### config.mk
export PLATFORM = sky130hd
export DESIGN_NAME = vic_ctrl
export DESIGN_NICKNAME = d
export VERILOG_FILES = /design/src/shared/vic_pkg.sv /design/src/hw/vic_ctrl.sv
export SDC_FILE = /design/constraint.sdc
export NUM_CORES = 1
export LEC_CHECK = 0
export ABC_AREA = 1
export ABC_CLOCK_PERIOD_IN_PS = 1580
export BUFFER_PORTS_ARGS = -buffer_cell sky130_fd_sc_hd__buf_2
export CAP_MARGIN = 40
export CELL_PAD_IN_SITES_DETAIL_PLACEMENT = 1
export CELL_PAD_IN_SITES_GLOBAL_PLACEMENT = 2
export CORE_MARGIN = 3
export CORE_UTILIZATION = 21
export DETAILED_ROUTE_END_ITERATION = 8
export GPL_TIMING_DRIVEN = 0
export PLACE_DENSITY_LB_ADDON = 0.1
export SYNTH_ARGS = -nofsm -noshare
export SYNTH_HDL_FRONTEND = slang
export SYNTH_SLANG_ARGS = --single-unit
### constraint.sdc
create_clock -name pclk -period 1.58 [get_ports pclk]
set_input_delay 0.158 -clock pclk [delete_from_list [all_inputs] [get_ports pclk]]
set_output_delay 0.158 -clock pclk [all_outputs]
set_load 0.1 [all_outputs]
### src/shared/vic_pkg.sv
// vic_pkg: register map, field positions and vectors of the vectored interrupt controller
package vic_pkg;
  localparam logic [11:0] first_ctrl_off = 12'h02c;
  localparam logic [11:0] second_ctrl_off = 12'h078;
  localparam logic [11:0] stack_off = 12'h080;
  localparam logic [11:0] pin_off = 12'h084;
  localparam int first_ctrl_idx = 'h0b;
  localparam int second_ctrl_idx = 'h1e;
  localparam int gie_bit = 0;
  localparam int eie_bit = 1;
  localparam int t0e_bit = 2;
  localparam int t1e_bit = 3;
  localparam int eif_bit = 4;
  localparam int t0f_bit = 5;
  localparam int t1f_bit = 6;
  localparam int test_bit = 7;
  localparam int ade_bit = 0;
  localparam int adf_bit = 4;
  localparam logic [7:0] first_ctrl_rst = 8'h00;
  localparam logic [7:0] second_ctrl_rst = 8'h00;
  localparam logic [7:0] second_ctrl_mask = 8'h11;
  localparam logic [10:0] vec_ext = 11'h004;
  localparam logic [10:0] vec_t0 = 11'h008;
  localparam logic [10:0] vec_t1 = 11'h00c;
  localparam logic [10:0] vec_adc = 11'h010;
  localparam int stack_depth = 4;
  typedef enum logic [1:0] {vic_edge_fall, vic_edge_rise, vic_edge_both} vic_edge_e;
  typedef struct packed {
    logic ext_pin;
    logic timer0_ovf;
    logic timer1_ovf;
    logic adc_done;
  } vic_src_s;
  typedef struct packed {
    logic ack;
    logic [10:0] vector;
  } vic_call_s;
endpackage : vic_pkg

### src/hw/vic_ctrl.sv
// vic_ctrl: four-source vectored interrupt controller with apb register access
//
// Register access over APB was left to the implementer.
`timescale 1ns/1ps
`default_nettype none
// Notes on behaviour
// - second control bit 0 enables the conversion-done interrupt
// - second control bit 4 is conversion flag; other bits read zero
// - with global enable clear, new requests only set their flags
// - no acknowledge while the return stack is full
// - acknowledge pushes only the program counter, then branches to vector
// - external pin edge (fall, rise or both) sets external flag bit 4
// - external acknowledge calls 04h, clears its flag and global enable
// - timer 0 overflow sets bit 5; acknowledge calls 08h, clears flag, global
// - timer 1 uses bit 6 and vector 0ch
// - conversion done sets flag; acknowledge calls 10h, clears flag, global
// - acknowledges held until return-from-interrupt or enables set again
// - interrupt return sets global enable; plain return leaves it
// - request arising between phase two edges serviced at the later edge
// - fixed priority external, timer 0, timer 1, conversion; global masks all
// - flags stay set until serviced or cleared by software
// - interrupt, port a falling edge, watchdog or timer flag rise wakes
// - first control: bit 0 global, bits 1-3 source enables, bit 7 test
module vic_ctrl #(
  parameter int pc_width = 11
) (
  input wire logic pclk,
  input wire logic presetn,
  input wire logic psel,
  input wire logic penable,
  input wire logic pwrite,
  input wire logic [11:0] paddr,
  input wire logic [31:0] pwdata,
  input wire logic [3:0] pstrb,
  output logic [31:0] prdata,
  output logic pready,
  output logic pslverr,
  input wire vic_pkg::vic_src_s src,
  input wire vic_pkg::vic_edge_e ext_edge_sel,
  input wire logic phase_two_clock,
  input wire logic [pc_width-1:0] pc_in,
  input wire logic stack_pointer_dec,
  input wire logic stack_pointer_inc,
  input wire logic irq_return_instruction,
  input wire logic subroutine_return_instruction,
  input wire logic [7:0] port_a_pins,
  input wire logic watchdog_ovf,
  output vic_pkg::vic_call_s call_q,
  output logic [pc_width-1:0] push_pc_q,
  output logic wake_q
);
  logic [7:0] first_q;
  logic [7:0] second_q;
  logic [2:0] depth_q;
  logic ext_prev_q;
  logic [7:0] pa_prev_q;
  logic t2_prev_q;
  logic wr_en;
  logic rd_en;
  logic stack_full;
  logic t2_rise;
  logic ext_edge;
  logic [3:0] elig;
  logic take;
  logic [3:0] grant;
  logic [3:0] set_flags;

  //////////////////////////////////////////////////////////////////////////////
  // apb slave
  assign pready = 1'b1;
  assign wr_en = psel & penable & pwrite & pstrb[0];
  assign rd_en = psel & ~penable & ~pwrite;
  assign pslverr = psel & penable & (paddr != vic_pkg::first_ctrl_off) & (paddr != vic_pkg::second_ctrl_off)
    & (paddr != vic_pkg::stack_off) & (paddr != vic_pkg::pin_off);

  always_ff @(posedge pclk or negedge presetn) begin
    if (!presetn) begin
      prdata <= 32'h0000_0000;
    end else if (rd_en) begin
      unique case (paddr)
        vic_pkg::first_ctrl_off: prdata <= {24'h00_0000, first_q};
        vic_pkg::second_ctrl_off: prdata <= {24'h00_0000, second_q & vic_pkg::second_ctrl_mask};
        vic_pkg::stack_off: prdata <= {29'h0000_0000, depth_q};
        vic_pkg::pin_off: prdata <= {30'h0000_0000, ext_edge_sel};
        default: prdata <= 32'h0000_0000;
      endcase
    end
  end

  //////////////////////////////////////////////////////////////////////////////
  // events and arbitration
  assign t2_rise = phase_two_clock & ~t2_prev_q;
  assign ext_edge = (ext_edge_sel != vic_pkg::vic_edge_rise && ext_prev_q && !src.ext_pin)
    || (ext_edge_sel != vic_pkg::vic_edge_fall && !ext_prev_q && src.ext_pin);
  assign set_flags = {ext_edge, src.timer0_ovf, src.timer1_ovf, src.adc_done};
  assign stack_full = (depth_q == 3'(vic_pkg::stack_depth));
  assign elig[3] = first_q[vic_pkg::eif_bit] & first_q[vic_pkg::eie_bit];
  assign elig[2] = first_q[vic_pkg::t0f_bit] & first_q[vic_pkg::t0e_bit];
  assign elig[1] = first_q[vic_pkg::t1f_bit] & first_q[vic_pkg::t1e_bit];
  assign elig[0] = second_q[vic_pkg::adf_bit] & second_q[vic_pkg::ade_bit];
  assign take = t2_rise & first_q[vic_pkg::gie_bit] & ~stack_full & (|elig) & ~call_q.ack;
  always_comb begin
    grant = 4'h0;
    if (elig[3]) grant = 4'h8;
    else if (elig[2]) grant = 4'h4;
    else if (elig[1]) grant = 4'h2;
    else if (elig[0]) grant = 4'h1;
  end

  always_ff @(posedge pclk or negedge presetn) begin
    if (!presetn) begin
      ext_prev_q <= 1'b1;
      pa_prev_q <= 8'h00;
      t2_prev_q <= 1'b0;
    end else begin
      ext_prev_q <= src.ext_pin;
      pa_prev_q <= port_a_pins;
      t2_prev_q <= phase_two_clock;
    end
  end

  //////////////////////////////////////////////////////////////////////////////
  // control registers; hardware set wins over software clear
  always_ff @(posedge pclk or negedge presetn) begin
    if (!presetn) begin
      first_q <= vic_pkg::first_ctrl_rst;
    end else begin
      if (wr_en && paddr == vic_pkg::first_ctrl_off) first_q <= pwdata[7:0];
      if (take) begin
        first_q[vic_pkg::gie_bit] <= 1'b0;
        if (grant[3]) first_q[vic_pkg::eif_bit] <= 1'b0;
        if (grant[2]) first_q[vic_pkg::t0f_bit] <= 1'b0;
        if (grant[1]) first_q[vic_pkg::t1f_bit] <= 1'b0;
      end else if (irq_return_instruction) begin
        first_q[vic_pkg::gie_bit] <= 1'b1;
      end
      if (set_flags[3]) first_q[vic_pkg::eif_bit] <= 1'b1;
      if (set_flags[2]) first_q[vic_pkg::t0f_bit] <= 1'b1;
      if (set_flags[1]) first_q[vic_pkg::t1f_bit] <= 1'b1;
    end
  end

  always_ff @(posedge pclk or negedge presetn) begin
    if (!presetn) begin
      second_q <= vic_pkg::second_ctrl_rst;
    end else begin
      if (wr_en && paddr == vic_pkg::second_ctrl_off) second_q <= pwdata[7:0] & vic_pkg::second_ctrl_mask;
      if (take && grant[0]) second_q[vic_pkg::adf_bit] <= 1'b0;
      if (set_flags[0]) second_q[vic_pkg::adf_bit] <= 1'b1;
    end
  end

  //////////////////////////////////////////////////////////////////////////////
  // stack depth, call request and wake
  always_ff @(posedge pclk or negedge presetn) begin
    if (!presetn) begin
      depth_q <= 3'h0;
    end else if ((take || stack_pointer_inc) && !stack_pointer_dec && !stack_full) begin
      depth_q <= depth_q + 3'h1;
    end else if (stack_pointer_dec && !(take || stack_pointer_inc) && depth_q != 3'h0) begin
      depth_q <= depth_q - 3'h1;
    end
  end

  always_ff @(posedge pclk or negedge presetn) begin
    if (!presetn) begin
      call_q <= '0;
      push_pc_q <= '0;
    end else begin
      call_q.ack <= take;
      if (take) begin
        push_pc_q <= pc_in;
        unique case (1'b1)
          grant[3]: call_q.vector <= vic_pkg::vec_ext;
          grant[2]: call_q.vector <= vic_pkg::vec_t0;
          grant[1]: call_q.vector <= vic_pkg::vec_t1;
          default: call_q.vector <= vic_pkg::vec_adc;
        endcase
      end
    end
  end

  always_ff @(posedge pclk or negedge presetn) begin
    if (!presetn) begin
      wake_q <= 1'b0;
    end else begin
      wake_q <= (|set_flags) | (|(pa_prev_q & ~port_a_pins)) | watchdog_ovf;
    end
  end

  //////////////////////////////////////////////////////////////////////////////
  // checks: vectors, stack and global enable
  full_block_a: assert property (@(posedge pclk) disable iff (!presetn) stack_full |-> ##1 !call_q.ack)
    else $error("acknowledge while stack full");

  ack_gie_a: assert property (@(posedge pclk) disable iff (!presetn) take |=> !first_q[vic_pkg::gie_bit])
    else $error("global enable not cleared on acknowledge");

  ext_vec_a: assert property (@(posedge pclk) disable iff (!presetn)
    take && grant[3] |=> call_q.ack && call_q.vector == 11'h004)
    else $error("external vector wrong");

  t0_vec_a: assert property (@(posedge pclk) disable iff (!presetn)
    take && grant[2] |=> call_q.vector == 11'h008 && (!first_q[5] || $past(src.timer0_ovf)))
    else $error("timer 0 vector or flag wrong");

  t1_vec_a: assert property (@(posedge pclk) disable iff (!presetn) take && grant[1] |=> call_q.vector == 11'h00c)
    else $error("timer 1 vector wrong");

  adc_vec_a: assert property (@(posedge pclk) disable iff (!presetn) take && grant[0] |=> call_q.vector == 11'h010)
    else $error("conversion vector wrong");

  irq_return_instruction_sets_a: assert property (@(posedge pclk) disable iff (!presetn)
    irq_return_instruction && !take |=> first_q[0])
    else $error("interrupt return did not set global enable");

  no_gie_a: assert property (@(posedge pclk) disable iff (!presetn) !first_q[0] |=> !call_q.ack)
    else $error("acknowledge with global enable clear");

  flag_hold_a: assert property (@(posedge pclk) disable iff (!presetn)
    first_q[4] && !take && !wr_en |=> first_q[4])
    else $error("external flag lost");

  adc_read_a: assert property (@(posedge pclk) disable iff (!presetn) (second_q & 8'hee) == 8'h00)
    else $error("unused bits set");

  prio_a: assert property (@(posedge pclk) disable iff (!presetn) take && elig[3] |-> grant == 4'h8)
    else $error("priority wrong");

  t2_only_a: assert property (@(posedge pclk) disable iff (!presetn) take |-> $rose(phase_two_clock))
    else $error("service off phase edge");

  wake_ovf_a: assert property (@(posedge pclk) disable iff (!presetn) watchdog_ovf |=> wake_q)
    else $error("no wake");

  //////////////////////////////////////////////////////////////////////////////
  // checks: flags, arbitration and wake
  ext_set_a: assert property (@(posedge pclk) disable iff (!presetn)
    ext_edge |=> first_q[vic_pkg::eif_bit])
    else $error("external edge did not set its flag");

  ext_clr_a: assert property (@(posedge pclk) disable iff (!presetn)
    take && grant[3] && !ext_edge |=> !first_q[vic_pkg::eif_bit])
    else $error("external flag not cleared on acknowledge");

  t0_set_a: assert property (@(posedge pclk) disable iff (!presetn)
    src.timer0_ovf |=> first_q[vic_pkg::t0f_bit])
    else $error("timer 0 overflow did not set its flag");

  t0_clr_a: assert property (@(posedge pclk) disable iff (!presetn)
    take && grant[2] && !src.timer0_ovf |=> !first_q[vic_pkg::t0f_bit])
    else $error("timer 0 flag not cleared on acknowledge");

  t1_set_a: assert property (@(posedge pclk) disable iff (!presetn)
    src.timer1_ovf |=> first_q[vic_pkg::t1f_bit])
    else $error("timer 1 overflow did not set its flag");

  t1_clr_a: assert property (@(posedge pclk) disable iff (!presetn)
    take && grant[1] && !src.timer1_ovf |=> !first_q[vic_pkg::t1f_bit])
    else $error("timer 1 flag not cleared on acknowledge");

  adc_set_a: assert property (@(posedge pclk) disable iff (!presetn)
    src.adc_done |=> second_q[vic_pkg::adf_bit])
    else $error("conversion done did not set its flag");

  adc_clr_a: assert property (@(posedge pclk) disable iff (!presetn)
    take && grant[0] && !src.adc_done |=> !second_q[vic_pkg::adf_bit])
    else $error("conversion flag not cleared on acknowledge");

  adc_enable_a: assert property (@(posedge pclk) disable iff (!presetn)
    take && grant[0] |-> second_q[vic_pkg::ade_bit])
    else $error("conversion serviced while disabled");

  ack_elig_a: assert property (@(posedge pclk) disable iff (!presetn)
    take |-> $onehot(grant) && (grant & elig) == grant)
    else $error("grant to a source that is not eligible");

  prio_t0_a: assert property (@(posedge pclk) disable iff (!presetn)
    take && !elig[3] && elig[2] |-> grant == 4'h4)
    else $error("timer 0 priority wrong");

  gie_mask_a: assert property (@(posedge pclk) disable iff (!presetn) !first_q[vic_pkg::gie_bit] |-> !take)
    else $error("service with global enable clear");

  push_pc_a: assert property (@(posedge pclk) disable iff (!presetn)
    take |=> call_q.ack && push_pc_q == $past(pc_in))
    else $error("pushed program counter wrong");

  ack_pulse_a: assert property (@(posedge pclk) disable iff (!presetn)
    call_q.ack |=> !call_q.ack)
    else $error("acknowledge longer than one cycle");

  ret_keeps_a: assert property (@(posedge pclk) disable iff (!presetn)
    subroutine_return_instruction && !irq_return_instruction && !take && !wr_en |=> first_q[0] == $past(first_q[0]))
    else $error("plain return changed global enable");

  depth_max_a: assert property (@(posedge pclk) disable iff (!presetn) depth_q <= 3'(vic_pkg::stack_depth))
    else $error("stack depth beyond its limit");

  stack_inc_a: assert property (@(posedge pclk) disable iff (!presetn)
    take && !stack_pointer_dec |=> depth_q == $past(depth_q) + 3'h1)
    else $error("acknowledge did not push");

  wake_pa_a: assert property (@(posedge pclk) disable iff (!presetn)
    (|(pa_prev_q & ~port_a_pins)) |=> wake_q)
    else $error("no wake on port a falling edge");

  wake_flag_a: assert property (@(posedge pclk) disable iff (!presetn)
    src.adc_done |=> wake_q)
    else $error("no wake on conversion done");
endmodule : vic_ctrl
`default_nettype wire

# Word level (Yosys, flattened, before mapping)
# Index checks and enable logic that the tools add are counted.
# Widths: inputs -> output; s select.
# word_totals
ff_bits,79
input_bits,84
out_inout_bits,58
wordCells,100
# op_classes
n_addsub,2
eq_ne,10
mux,21
n_bitwise,27
reduce_logical,26
# op_table
cell,n
$pmux 8 s4,1
$eq 12x8->1 const B,2
$ne 12x8->1 const B,2
$and 1x1->1,18
$pmux 5 s3,1
$eq 12x6->1 const B,1
$eq 12x7->1 const B,1
$ne 12x6->1 const B,1
$ne 12x7->1 const B,1
$logic_and 1x1->1,11
$mux 1,11
$mux 3,3
$reduce_bool 3->1,3
$and 8x8->8,1
$mux 4,2
$not 8->8,1
$reduce_or 4->1,2
$reduce_or 8->1,1
$mux 7,1
$logic_not 1->1,5
$mux 5,1
$not 1->1,5
$reduce_bool 2->1,2
$add 3x1->3 const B,1
other kinds (6),8

# Logic depth before layout (Yosys ltp)
# Gate-level depths: netlist of the first run.
# depth
depth_word,12
depth_mapped,13
ltp_nobuf,13

# Worst setup path before layout of the first run
# OpenSTA, ideal clock, no wires.
# synth_timing
kind,in2out
start,input paddr[8]
end,output pslverr
t_arrival_ns,2.583
t_required_ns,1.422
slack_ns,-1.161
cell_stages,6
n_path_buf,0
path_cell_list,inv_1 > nand2_1 > nor2_4 > nand2_4 > nand4_1 > nor3_1
# synth_between
elab_chain_cells,5
elab_cells_between_ends,8
cone_classes,eq/ne (4); bitwise (4)
# synth_lines
element,line,rtl
start: declaration,vic_ctrl.sv:32,"input wire logic [11:0] paddr,"
$ne 12x6->1,vic_ctrl.sv:73,assign pslverr = psel & penable & (paddr != vic_pkg::first_ctrl_off) & (paddr != vic_pkg::second_ctrl_off)
$and 1x1->1 (2 in a row),vic_ctrl.sv:73,
$and 1x1->1,vic_ctrl.sv:74,& (paddr != vic_pkg::stack_off) & (paddr != vic_pkg::pin_off);
$and 1x1->1 *,vic_ctrl.sv:74,
end: declaration,vic_ctrl.sv:37,"output logic pslverr,"
# Mark *: on every way between the ends. The rest lies on a longest branch, timed or not.

# Final worst setup path of the first run
# layout_timing
start,register call_q[11] in the netlist's numbering
end,register depth_q[2]
# layout_between
elab_chain_cells,7
elab_cells_between_ends,10
cone_classes,mux (1); bitwise (2); reduce/logical (7)
# layout_lines
element,line,rtl
start: declaration,vic_ctrl.sv:48,"output vic_pkg::vic_call_s call_q,"
$not 1->1 *,vic_ctrl.sv:101,assign take = t2_rise & first_q[vic_pkg::gie_bit] & ~stack_full & (|elig) & ~call_q.ack;
$and 1x1->1 *,vic_ctrl.sv:101,
$logic_or 1x1->1 *,"vic_ctrl.sv:158, vic_ctrl.sv:160",
$logic_not 1->1,vic_ctrl.sv:160,end else if (stack_pointer_dec && !(take || stack_pointer_inc) && depth_q != 3'h0) begin
$logic_and 1x1->1 (2 in a row),vic_ctrl.sv:160,
$reduce_bool 2->1 (no source line),--,
end signal: assignment,vic_ctrl.sv:159,depth_q <= depth_q + 3'h1;
end signal: assignment,vic_ctrl.sv:161,depth_q <= depth_q - 3'h1;
end: declaration,vic_ctrl.sv:54,logic [2:0] depth_q;
# Marks and branches as above.
# A chain may end at the register's enable or synchronous reset.

==> results of run 1 <==
## logic make-up (layout without fill, tap and decap cells)
logic type / Yosys count / after routing / synth area share (%)
AOI/OAI and AO/OA: 20 / 20 / 4.94
other: 2 / 33 / 0.285
and+or+nand+nor: 180 / 180 / 32.1
buffers and inverters: 79 / 188 / 17.2
adders and majority gates: 1 / 1 / 0.760
DFF: 47 / 47 / 44.7
## worst paths after layout
| path | startpoint | to | slack (ns) | cells after the start |
|---|---|---|---|---|
| max | call_q[11] | depth_q[2] | -0.1 | 11 |
| min reg2reg | first_q[7] | first_q[7] | 0.48 | 2 |
| min | pc_in[2] | push_pc_q[2] | 0.05 | 3 |
| min in group asynchronous | presetn | call_q[11] | 0.42 | 2 |
| max in group asynchronous | presetn | ext_prev_q | 0.53 | 3 |
| max reg2reg | call_q[11] | depth_q[2] | -0.1 | 11 |
## report_power, final
part / internal (mW) / switching [mW]
combinational: 0.580 / 2.27
clock: 0.593 / 0.494
sequential: 1.45 / 0.131
total: 2.62 / 2.89
## cell type report
cell class | count | area share (%)
Inverter | 43 | 4.35
Timing Repair Buffer | 102 | 16.6
Tap cell | 168 | 5.58
Clock inverter | 3 | 0.598
Buffer | 35 | 7.17
Multi-Input combinational cell | 234 | 31.0
Clock buffer | 5 | 3.32
Sequential cell | 47 | 31.4
## cell usage after synthesis, types with 2 or more instances
cell / count
sky130_fd_sc_hd__o22ai_1: 2
sky130_fd_sc_hd__nor2_8: 2
sky130_fd_sc_hd__nor2_4: 3
sky130_fd_sc_hd__nand2_1: 117
sky130_fd_sc_hd__inv_2: 4
sky130_fd_sc_hd__o21bai_1: 2
sky130_fd_sc_hd__o21ai_0: 6
sky130_fd_sc_hd__buf_6: 2
sky130_fd_sc_hd__nor3_1: 4
sky130_fd_sc_hd__nand4_1: 6
sky130_fd_sc_hd__o21ai_1: 2
sky130_fd_sc_hd__nor2_2: 2
sky130_fd_sc_hd__conb_1: 2
sky130_fd_sc_hd__dfrtp_1: 46
sky130_fd_sc_hd__buf_4: 33
sky130_fd_sc_hd__nand3_1: 15
sky130_fd_sc_hd__inv_1: 38
sky130_fd_sc_hd__o31ai_1: 2
sky130_fd_sc_hd__nand2_2: 5
sky130_fd_sc_hd__nand3b_1: 2
sky130_fd_sc_hd__nor2_1: 17
## critical path, cell delays in order (launching register included)
cell and delay (ns):
sky130_fd_sc_hd__dfrtp_4 0.47, sky130_fd_sc_hd__nor2_1 0.08, sky130_fd_sc_hd__nand2_1 0.06, sky130_fd_sc_hd__nor2_2 0.11, sky130_fd_sc_hd__nand2_2 0.08, sky130_fd_sc_hd__nand2_2 0.08
sky130_fd_sc_hd__nand2_4 0.05, sky130_fd_sc_hd__fa_2 0.38, sky130_fd_sc_hd__inv_2 0.06, sky130_fd_sc_hd__nand2_2 0.05, sky130_fd_sc_hd__nand3_1 0.08, sky130_fd_sc_hd__nand2_1 0.05
## sequential cells by signal, summed over array words and instances, names as in the netlist
register,flops
first_q,8
wake_q,1
push_pc_q,11
second_q,2
t2_prev_q,1
ext_prev_q,1
depth_q,3
pa_prev_q,8
call_q,4
prdata,8
## stage by stage
stage / setup WS [ns] / utilization (%)
3_3_place_gp: -0.250 / 27.8
4_1_cts: -0.106 / 30.4
5_1_grt: -0.247 / 31.0
3_5_place_dp: -0.272 / 28.0
2_1_floorplan: -0.228 / -
6_report: -0.0953 / 31.0
## what timing repair did
| item | in CTS | in global routing |
|---|---|---|
| hold buffers | 11 | 0 |
| gates resized for setup | 4 | 12 |
| endpoints found under the hold margin | 34 | 0 |
| setup endpoints to repair | 4 | 18 |
| buffers inserted | 4 | 6 |
| pin swaps | 4 | 5 |
| cloned | 0 | 0 |
## per-layer routing
| metal | global-route usage (%) | vias to the layer above | routed length, um |
|---|---|---|---|
| met5 | 0 | - | 0 |
| met4 | 3.52 | 0 | 100 |
| met3 | 3.22 | 7 | 480 |
| met2 | 19.4 | 64 | 3730 |
| met1 | 13.9 | 1111 | 3390 |
| li1 | - | 1233 | - |
==> impl_metrics.yaml, run 1 <==
yosys:
  synthCells: 329
  synth.yosys.seq_area_share_pct: 44.7
  post-synth-top-area-cell: "sky130_fd_sc_hd__dfrtp_1"
  postSynthAreaPerCell_um2: 8.01
  netlist_top_cells_area: "sky130_fd_sc_hd__dfrtp_1 (44%), sky130_fd_sc_hd__nand2_1 (17%), sky130_fd_sc_hd__buf_4 (9.4%)"
  synth-edff-count: 0
  synth-main-ff-cell: "sky130_fd_sc_hd__dfrtp_1"
  synth_top_area_share_pct: 43.7
  post_synth_instance_area_um2: 2640
  synth.ff_latch_count: 47
  async_reset_ff_share_pct: 100
  yosys_warning_total: 0
  synth.lib_cells_used.distinct: 38
pwr:
  worst_ir_drop_vdd_v: 0.000726
  total_leakage_power_nw: 2.12
  power.total_mw: 5.51
  p_per_area_nw_per_um2: 1460
layout:
  filler_cell_count: 1526
  mostFrequentLayoutCells: "sky130_fd_sc_hd__nand2_1 (111), sky130_fd_sc_hd__buf_2 (79), sky130_fd_sc_hd__dfrtp_1 (44)"
  mostFrequentLayoutCell: "sky130_fd_sc_hd__nand2_1"
  areaGrowthSynthToFinish_pct: 43.0
  multiInputGateArea_um2: 1170
  fraction_of_layout_instances_using_a_drive_strength_above_1_pct: 36.7
  layout.cells.non_filler: 637
  insertedDiodeCount: 0
  nNetsFinal: 553
  layout.cell_area.non_filler_um2: 3770
  ff_latch_area_um2: 1180
global_route:
  number_of_antenna_violations_at_the_first_check_in_global_routing: 0
  gr-usage-all-layers_pct: 11.4
  leftover_overflow_at_the_end_of_global_routing: 0
  grt_start_max_net_pins: 26
  grt_first_pass_wirelength_mm: 12.7
  vias_in_the_first_global_route: 2544
sta:
  finalHoldViolations: 0
  worst_slew_pin_slew_ns: 0.619
  final_min_period_over_clock_period_pct: 106
  grt_setup_unrepaired: "true"
  finalHoldWorstSlack_ns: 0.0489
  final.setup_skew_ns: 0.0144
  timing.final.max_slew_violations: 0
  timing.final.ws_setup_ns: -0.0953
  clock.fmax_mhz: 597
  report.final.setup_viol: 2
  relSlewSlack_pct: 58.7
  setup_total_negative_slack_ns: -0.165
  period_needed_ns: 1.68
cts:
  clock_latency_ns: 0.30
  max-clock-path-buffers: 2
  numCtsBuffers: 5
  clock_tree_from_tritoncts: "done"
  cts.reportedPaths.clkPinSlew_ns: 0.08
  clock_tree.htree_level_count: 2
  clock-root-buffer: "sky130_fd_sc_hd__clkbuf_16"
  cts.sinks: 47
floorplan:
  initial_utilization_pct: 21.7
  design.portCount: 142
  std_cell_rows: 40
  core_um2: 12200
  die_x_um: 118
  die_area_um2: 13900
  floorplan.die.height_um: 118
placed_design:
  numPortBuffers: 80
  post-place-cells: 609
  detailed_place.area_um2: 3400
  routability_driven_placement_congestion_ratio: 0.741
  place.detailed.hpwl_mm: 6.25
flow_run:
  max_cap_viol_count: 0
critical_path:
  worstSetupEndpointType: "flip-flop"
  setup.worst_path.class: "reg2reg"
  cp_max_fo: 2
  critical_path_required_ns: 1.76
  critPathLaunchType: "flip-flop"
  worst_ep_arrival_time_ns: 1.86
worst_hold_path:
  hold_crit_class: "in2reg"
status:
  outcome: "complete, but fails checks"
  failed_checks: "setup timing"
route:
  drt-wirelength-per-cell_um: 12.1
  detail_route.drc_violations: 0
  first_pass_iters: 4
  post_drt_via_cell_ratio: 3.79
  final_antenna_net_count: 0
  finalWirelength_mm: 7.70
  drtIter0Drc: 64
  via_count: 2415
Power figures use the tool's default switching activity.
==> run 2: changes to the inputs <==
BUFFER_PORTS_ARGS = unset   (was -buffer_cell sky130_fd_sc_hd__buf_2)
CORE_UTILIZATION = 30   (was 21)
DONT_BUFFER_PORTS = 1   (was unset)
==> run 2 against run 1 <==
Net effect: the flow still finishes with violations (setup timing); hold slack lost 0.013 ns; non-clock buffer count shrank 48; combinational power is 5% higher; power up 5.3%; sequential share of layout area about the same.
==> impl_metrics.yaml, run 2 (synthesized netlist as in run 1, its figures left out) <==
layout:
  layout.cell_area.non_filler_um2: 3770
  mostFrequentLayoutCells: "sky130_fd_sc_hd__nand2_1 (112), sky130_fd_sc_hd__dfrtp_1 (44), sky130_fd_sc_hd__buf_4 (41)"
  areaGrowthSynthToFinish_pct: 43.0
  filler_cell_count: 1011
  layout.cells.non_filler: 526
  nNetsFinal: 505
  fraction_of_layout_instances_using_a_drive_strength_above_1_pct: 23.3
  largest_register_ff_count: 11
  multiInputGateArea_um2: 1150
  top_register: "push_pc_q"
  mostFrequentLayoutCell: "sky130_fd_sc_hd__nand2_1"
  insertedDiodeCount: 0
  ff_latch_area_um2: 1180
critical_path:
  worst_ep_arrival_time_ns: 2.06
  cp_max_fo: 2
  critical_path.reg2reg.endpoint: "depth_q[2]"
  rrSetupSlack_ns: -0.29
  critical_path_required_ns: 1.77
  r2r.worst_path.cells: 11
  critPathLaunchType: "flip-flop"
  worstSetupEndpointType: "flip-flop"
  setup.worst_path.class: "reg2reg"
  crit-reg2reg-launch: "call_q[11]"
  setup.worst_path.end: "depth_q[2]"
  timing_startpoint_of_the_critical_path: "call_q[11]"
sta:
  worst_slew_pin_slew_ns: 0.898
  clock.fmax_mhz: 534
  final.setup_skew_ns: 0.00773
  final_min_period_over_clock_period_pct: 118
  finalHoldViolations: 0
  relSlewSlack_pct: 40.1
  grt_setup_unrepaired: "true"
  setup_total_negative_slack_ns: -1.66
  finalHoldWorstSlack_ns: 0.0355
  timing.final.ws_setup_ns: -0.291
  report.final.setup_viol: 18
  period_needed_ns: 1.87
  timing.final.max_slew_violations: 0
floorplan:
  floorplan.die.height_um: 99.7
  core_um2: 8380
  initial_utilization_pct: 31.4
  die_area_um2: 9940
  std_cell_rows: 33
  design.portCount: 142
  die_x_um: 99.7
placed_design:
  routability_driven_placement_congestion_ratio: 0.800
  post-place-cells: 478
  detailed_place.area_um2: 3260
  place.detailed.hpwl_mm: 5.46
  numPortBuffers: 0
global_route:
  gr-usage-all-layers_pct: 14.9
  grt_first_pass_wirelength_mm: 11.8
  leftover_overflow_at_the_end_of_global_routing: 0
  vias_in_the_first_global_route: 2515
  number_of_antenna_violations_at_the_first_check_in_global_routing: 0
  grt_start_max_net_pins: 48
cts:
  max-clock-path-buffers: 2
  numCtsBuffers: 5
  cts.sinks: 47
  clock_tree.htree_level_count: 2
  cts.reportedPaths.clkPinSlew_ns: 0.09
  clock_tree_from_tritoncts: "done"
  clock_latency_ns: 0.30
  clock-root-buffer: "sky130_fd_sc_hd__clkbuf_8"
route:
  finalWirelength_mm: 7.11
  final_antenna_net_count: 0
  detail_route.drc_violations: 0
  first_pass_iters: 2
  via_count: 2250
  post_drt_via_cell_ratio: 4.28
  drt-wirelength-per-cell_um: 13.5
  drtIter0Drc: 55
pwr:
  total_leakage_power_nw: 1.98
  worst_ir_drop_vdd_v: 0.000622
  p_per_area_nw_per_um2: 1540
status:
  failed_checks: "setup timing"
  outcome: "complete, but fails checks"
worst_hold_path:
  hold_crit_class: "in2reg"
flow_run:
  max_cap_viol_count: 0
==> run 2: cell type report <==
type / count / share of cell area (%)
inverter: 43 / 4.35
buffer: 35 / 7.17
clock inverter: 1 / 0.133
tap: 105 / 3.49
multi-input combinational: 234 / 30.4
sequential: 47 / 31.4
timing repair buffer: 54 / 20.8
clock buffer: 7 / 2.29
==> run 2: metrics by stage <==
| stage | utilization [%] | setup WS [ns] | power (mW) |
|---|---|---|---|
| 3_5_place_dp | 38.9 | -0.372 | 4.86 |
| 5_1_grt | 45.0 | -0.394 | 6.08 |
| 6_report | 45.0 | -0.291 | 5.81 |
| 2_1_floorplan | - | -0.228 | 3.85 |
| 4_1_cts | 44.6 | -0.308 | 5.77 |
| 3_3_place_gp | 34.6 | -0.348 | 3.99 |
==> run 2: timing repair <==
item	4_1_cts	5_1_grt
hold endpoints to repair	77	0
gates resized for setup	3	3
buffers inserted	8	1
gates cloned	0	0
hold buffers	32	0
pin swaps	3	3
endpoints found under the setup margin	17	23
==> run 2: worst max-delay path: stages (launching register included) <==
cell and delay (ns):
sky130_fd_sc_hd__dfrtp_4 0.63, sky130_fd_sc_hd__nor2_1 0.14, sky130_fd_sc_hd__nand2_1 0.07, sky130_fd_sc_hd__nor2_2 0.11
sky130_fd_sc_hd__nand2_2 0.08, sky130_fd_sc_hd__nand2_2 0.06, sky130_fd_sc_hd__nand2_2 0.06, sky130_fd_sc_hd__fa_2 0.35
sky130_fd_sc_hd__inv_2 0.06, sky130_fd_sc_hd__nand2_2 0.06, sky130_fd_sc_hd__nand3_1 0.08, sky130_fd_sc_hd__nand2_1 0.05
==> run 2: per-layer routing <==
layer  global-route usage [%]  vias up  share of wire [%]
met2                     27.0       61                 51
li1                         -     1137                  -
met3                     3.72        6                5.8
met5                        0        -                  0
met4                     3.47        0               0.96
met1                     17.7     1046                 42
==> run 2: power breakdown <==
part | switching [mW] | internal (mW)
Combinational | 1.87 | 1.13
Sequential | 0.603 | 1.44
Clock | 0.403 | 0.354
Total | 2.88 | 2.93
==> run 2: how the worst min path moves through the flow <==
| stage | cells past startpoint | start | to |
|---|---|---|---|
| finish | 2 | pwdata[5] | first_q[5] |
| global route | 2 | pwdata[5] | first_q[5] |
| CTS | 2 | pwdata[6] | first_q[6] |
| detailed placement | 0 | presetn | prdata[0] |
| global placement | 0 | presetn | prdata[0] |
| floorplan | 0 | presetn | call_q[2] |
==> run 3: changes to the inputs <==
ABC_CLOCK_PERIOD_IN_PS = 2300   (was 1580)
CORE_UTILIZATION = 36   (was 30)
clock period = 2.3 ns   (was 1.58 ns; I/O delays follow)
==> run 3 against run 2 <==
Net effect: the flow now finishes without violations; clock skew fell by 0.0014 ns; final cell count fell by 6.7%; core utilization rose by 5.6 points; register-to-register slack improved by 0.73 ns; hold slack got worse by 0.0034 ns; sequential power fell by 26%; non-clock buffer count fell by 26; maximum frequency rose by 0.57%; power fell by 34%; first-iteration DRC count fell by 7.3%; critical path depth rose by 1.
==> impl_metrics.yaml, run 3 (synthesized netlist as in run 1, its figures left out) <==
sta:
  final_min_period_over_clock_period_pct: 80.9
  timing.final.ws_setup_ns: 0.439
  timing.final.max_slew_violations: 0
  grt_setup_unrepaired: "false"
  clock.fmax_mhz: 537
  relSlewSlack_pct: 39.9
  report.final.setup_viol: 0
  finalHoldWorstSlack_ns: 0.0321
  period_needed_ns: 1.86
  finalHoldViolations: 0
  final.setup_skew_ns: 0.00633
  setup_total_negative_slack_ns: 0
  worst_slew_pin_slew_ns: 0.901
placed_design:
  routability_driven_placement_congestion_ratio: 0.725
  detailedPlace.worstSlack_ns: 0.405
  post-place-cells: 469
  place.detailed.hpwl_mm: 5.64
  numPortBuffers: 0
cts:
  cts.sinks: 47
  clock_tree.htree_level_count: 2
  max-clock-path-buffers: 2
  numCtsBuffers: 5
  clock_latency_ns: 0.30
  clock_tree_from_tritoncts: "done"
  cts.reportedPaths.clkPinSlew_ns: 0.09
  clock-root-buffer: "sky130_fd_sc_hd__clkbuf_8"
  post-cts-setup-buffers: 0
flow_run:
  max_cap_viol_count: 0
critical_path:
  critical_path_required_ns: 2.50
  r2r.worst_path.cells: 12
  setup.worst_path.end: "depth_q[2]"
  crit-reg2reg-launch: "depth_q[0]"
  critPathLaunchType: "flip-flop"
  worstSetupEndpointType: "flip-flop"
  cp_max_fo: 4
  setup.worst_path.class: "reg2reg"
  critical_path.reg2reg.endpoint: "depth_q[2]"
  worst_ep_arrival_time_ns: 2.07
  rrSetupSlack_ns: 0.44
  timing_startpoint_of_the_critical_path: "depth_q[0]"
floorplan:
  initial_utilization_pct: 37.9
  design.portCount: 142
  die_x_um: 91.6
  die_area_um2: 8380
  floorplan.die.height_um: 91.6
  std_cell_rows: 30
  core_um2: 6940
pwr:
  total_leakage_power_nw: 1.87
  worst_ir_drop_vdd_v: 0.000858
  p_per_area_nw_per_um2: 1090
layout:
  mostFrequentLayoutCells: "sky130_fd_sc_hd__nand2_1 (117), sky130_fd_sc_hd__dfrtp_1 (46), sky130_fd_sc_hd__inv_1 (38)"
  nNetsFinal: 479
  fraction_of_layout_instances_using_a_drive_strength_above_1_pct: 21.3
  largest_register_ff_count: 11
  insertedDiodeCount: 0
  top_register: "push_pc_q"
  layout.cells.non_filler: 491
  areaGrowthSynthToFinish_pct: 33.2
  mostFrequentLayoutCell: "sky130_fd_sc_hd__nand2_1"
  post-route-util_pct: 50.5
route:
  post_drt_via_cell_ratio: 4.48
  finalWirelength_mm: 6.97
  first_pass_iters: 4
  drtIter0Drc: 51
  detail_route.drc_violations: 0
  drt-wirelength-per-cell_um: 14.2
  final_antenna_net_count: 0
  via_count: 2199
worst_hold_path:
  min_from: "pc_in[4]"
  hold_crit_class: "in2reg"
global_route:
  grt_start_max_net_pins: 48
  number_of_antenna_violations_at_the_first_check_in_global_routing: 0
  grt_first_pass_wirelength_mm: 11.2
  vias_in_the_first_global_route: 2308
  gr-usage-all-layers_pct: 17.0
  leftover_overflow_at_the_end_of_global_routing: 0
status:
  outcome: "finished, final reports clean"
==> run 3: cell count changes in the layout (fill, tap and decap cells not counted), moves of 2 or more <==
cell,change
sky130_fd_sc_hd__buf_4,-8
sky130_fd_sc_hd__nand2_2,-5
sky130_fd_sc_hd__nand2_1,+5
sky130_fd_sc_hd__clkinvlp_4,+2
sky130_fd_sc_hd__dlygate4sd3_1,-20
sky130_fd_sc_hd__dfrtp_1,+2
==> run 3: metrics by stage <==
step | total power, mW | instance area [um2]
floorplan | 2.64 | 2760
global placement | 2.73 | 2880
detailed placement | 3.31 | 3230
CTS | 3.86 | 3450
global route | 3.99 | 3510
finish | 3.81 | 3510
==> run 3: power by group <==
part,switching (mW),internal (mW),leakage [nW]
Clock,0.292,0.212,0.0402
Sequential,0.527,0.984,0.571
Combinational,1.15,0.645,1.26
Total,1.97,1.84,1.87
==> run 3: what timing repair did <==
item,4_1_cts,5_1_grt
hold endpoints to repair,57,0
resized for setup,0,0
hold buffers,12,0
==> run 3: area by class of cell <==
class	instances	area, um2
fillers	826	3430
flip-flops and latches	47	1180
multi-input cells	234	1130
repair buffers	27	538
plain buffers	36	290
inverters	43	164
well taps	96	120
clock buffers	5	68.8
clock inverters	3	20.0
==> run 3: worst min path at each step <==
stage / to / slack [ns] / cells past startpoint
finish: push_pc_q[4] / 0.03 / 2
floorplan: call_q[11] / -0.07 / 0
global placement: prdata[1] / -0.06 / 0
global route: second_q[0] / 0.02 / 2
CTS: second_q[0] / 0.02 / 2
detailed placement: prdata[1] / -0.06 / 0
==> run 3: critical path, cell delays in order, from the launching register on <==
cell                      delay, ns
sky130_fd_sc_hd__dfrtp_1       0.46
sky130_fd_sc_hd__inv_1         0.09
sky130_fd_sc_hd__nand2_2       0.09
sky130_fd_sc_hd__nor2_2        0.05
sky130_fd_sc_hd__nor2_2        0.11
sky130_fd_sc_hd__nand2_2       0.09
sky130_fd_sc_hd__nand2_1       0.06
sky130_fd_sc_hd__nand2_1       0.12
sky130_fd_sc_hd__fa_1          0.43
sky130_fd_sc_hd__inv_1         0.08
sky130_fd_sc_hd__nand2_2       0.05
sky130_fd_sc_hd__nand3_1       0.07
sky130_fd_sc_hd__nand2_1       0.05
==> run 3: per-layer routing <==
| metal | vias up | track usage (%) | part of all wire [%] |
|---|---|---|---|
| li1 | 1084 | - | - |
| met1 | 1037 | 20.0 | 40 |
| met2 | 76 | 28.9 | 49 |
| met3 | 2 | 6.05 | 9.5 |
| met4 | 0 | 5.28 | 0.60 |
| met5 | - | 0 | 0 |
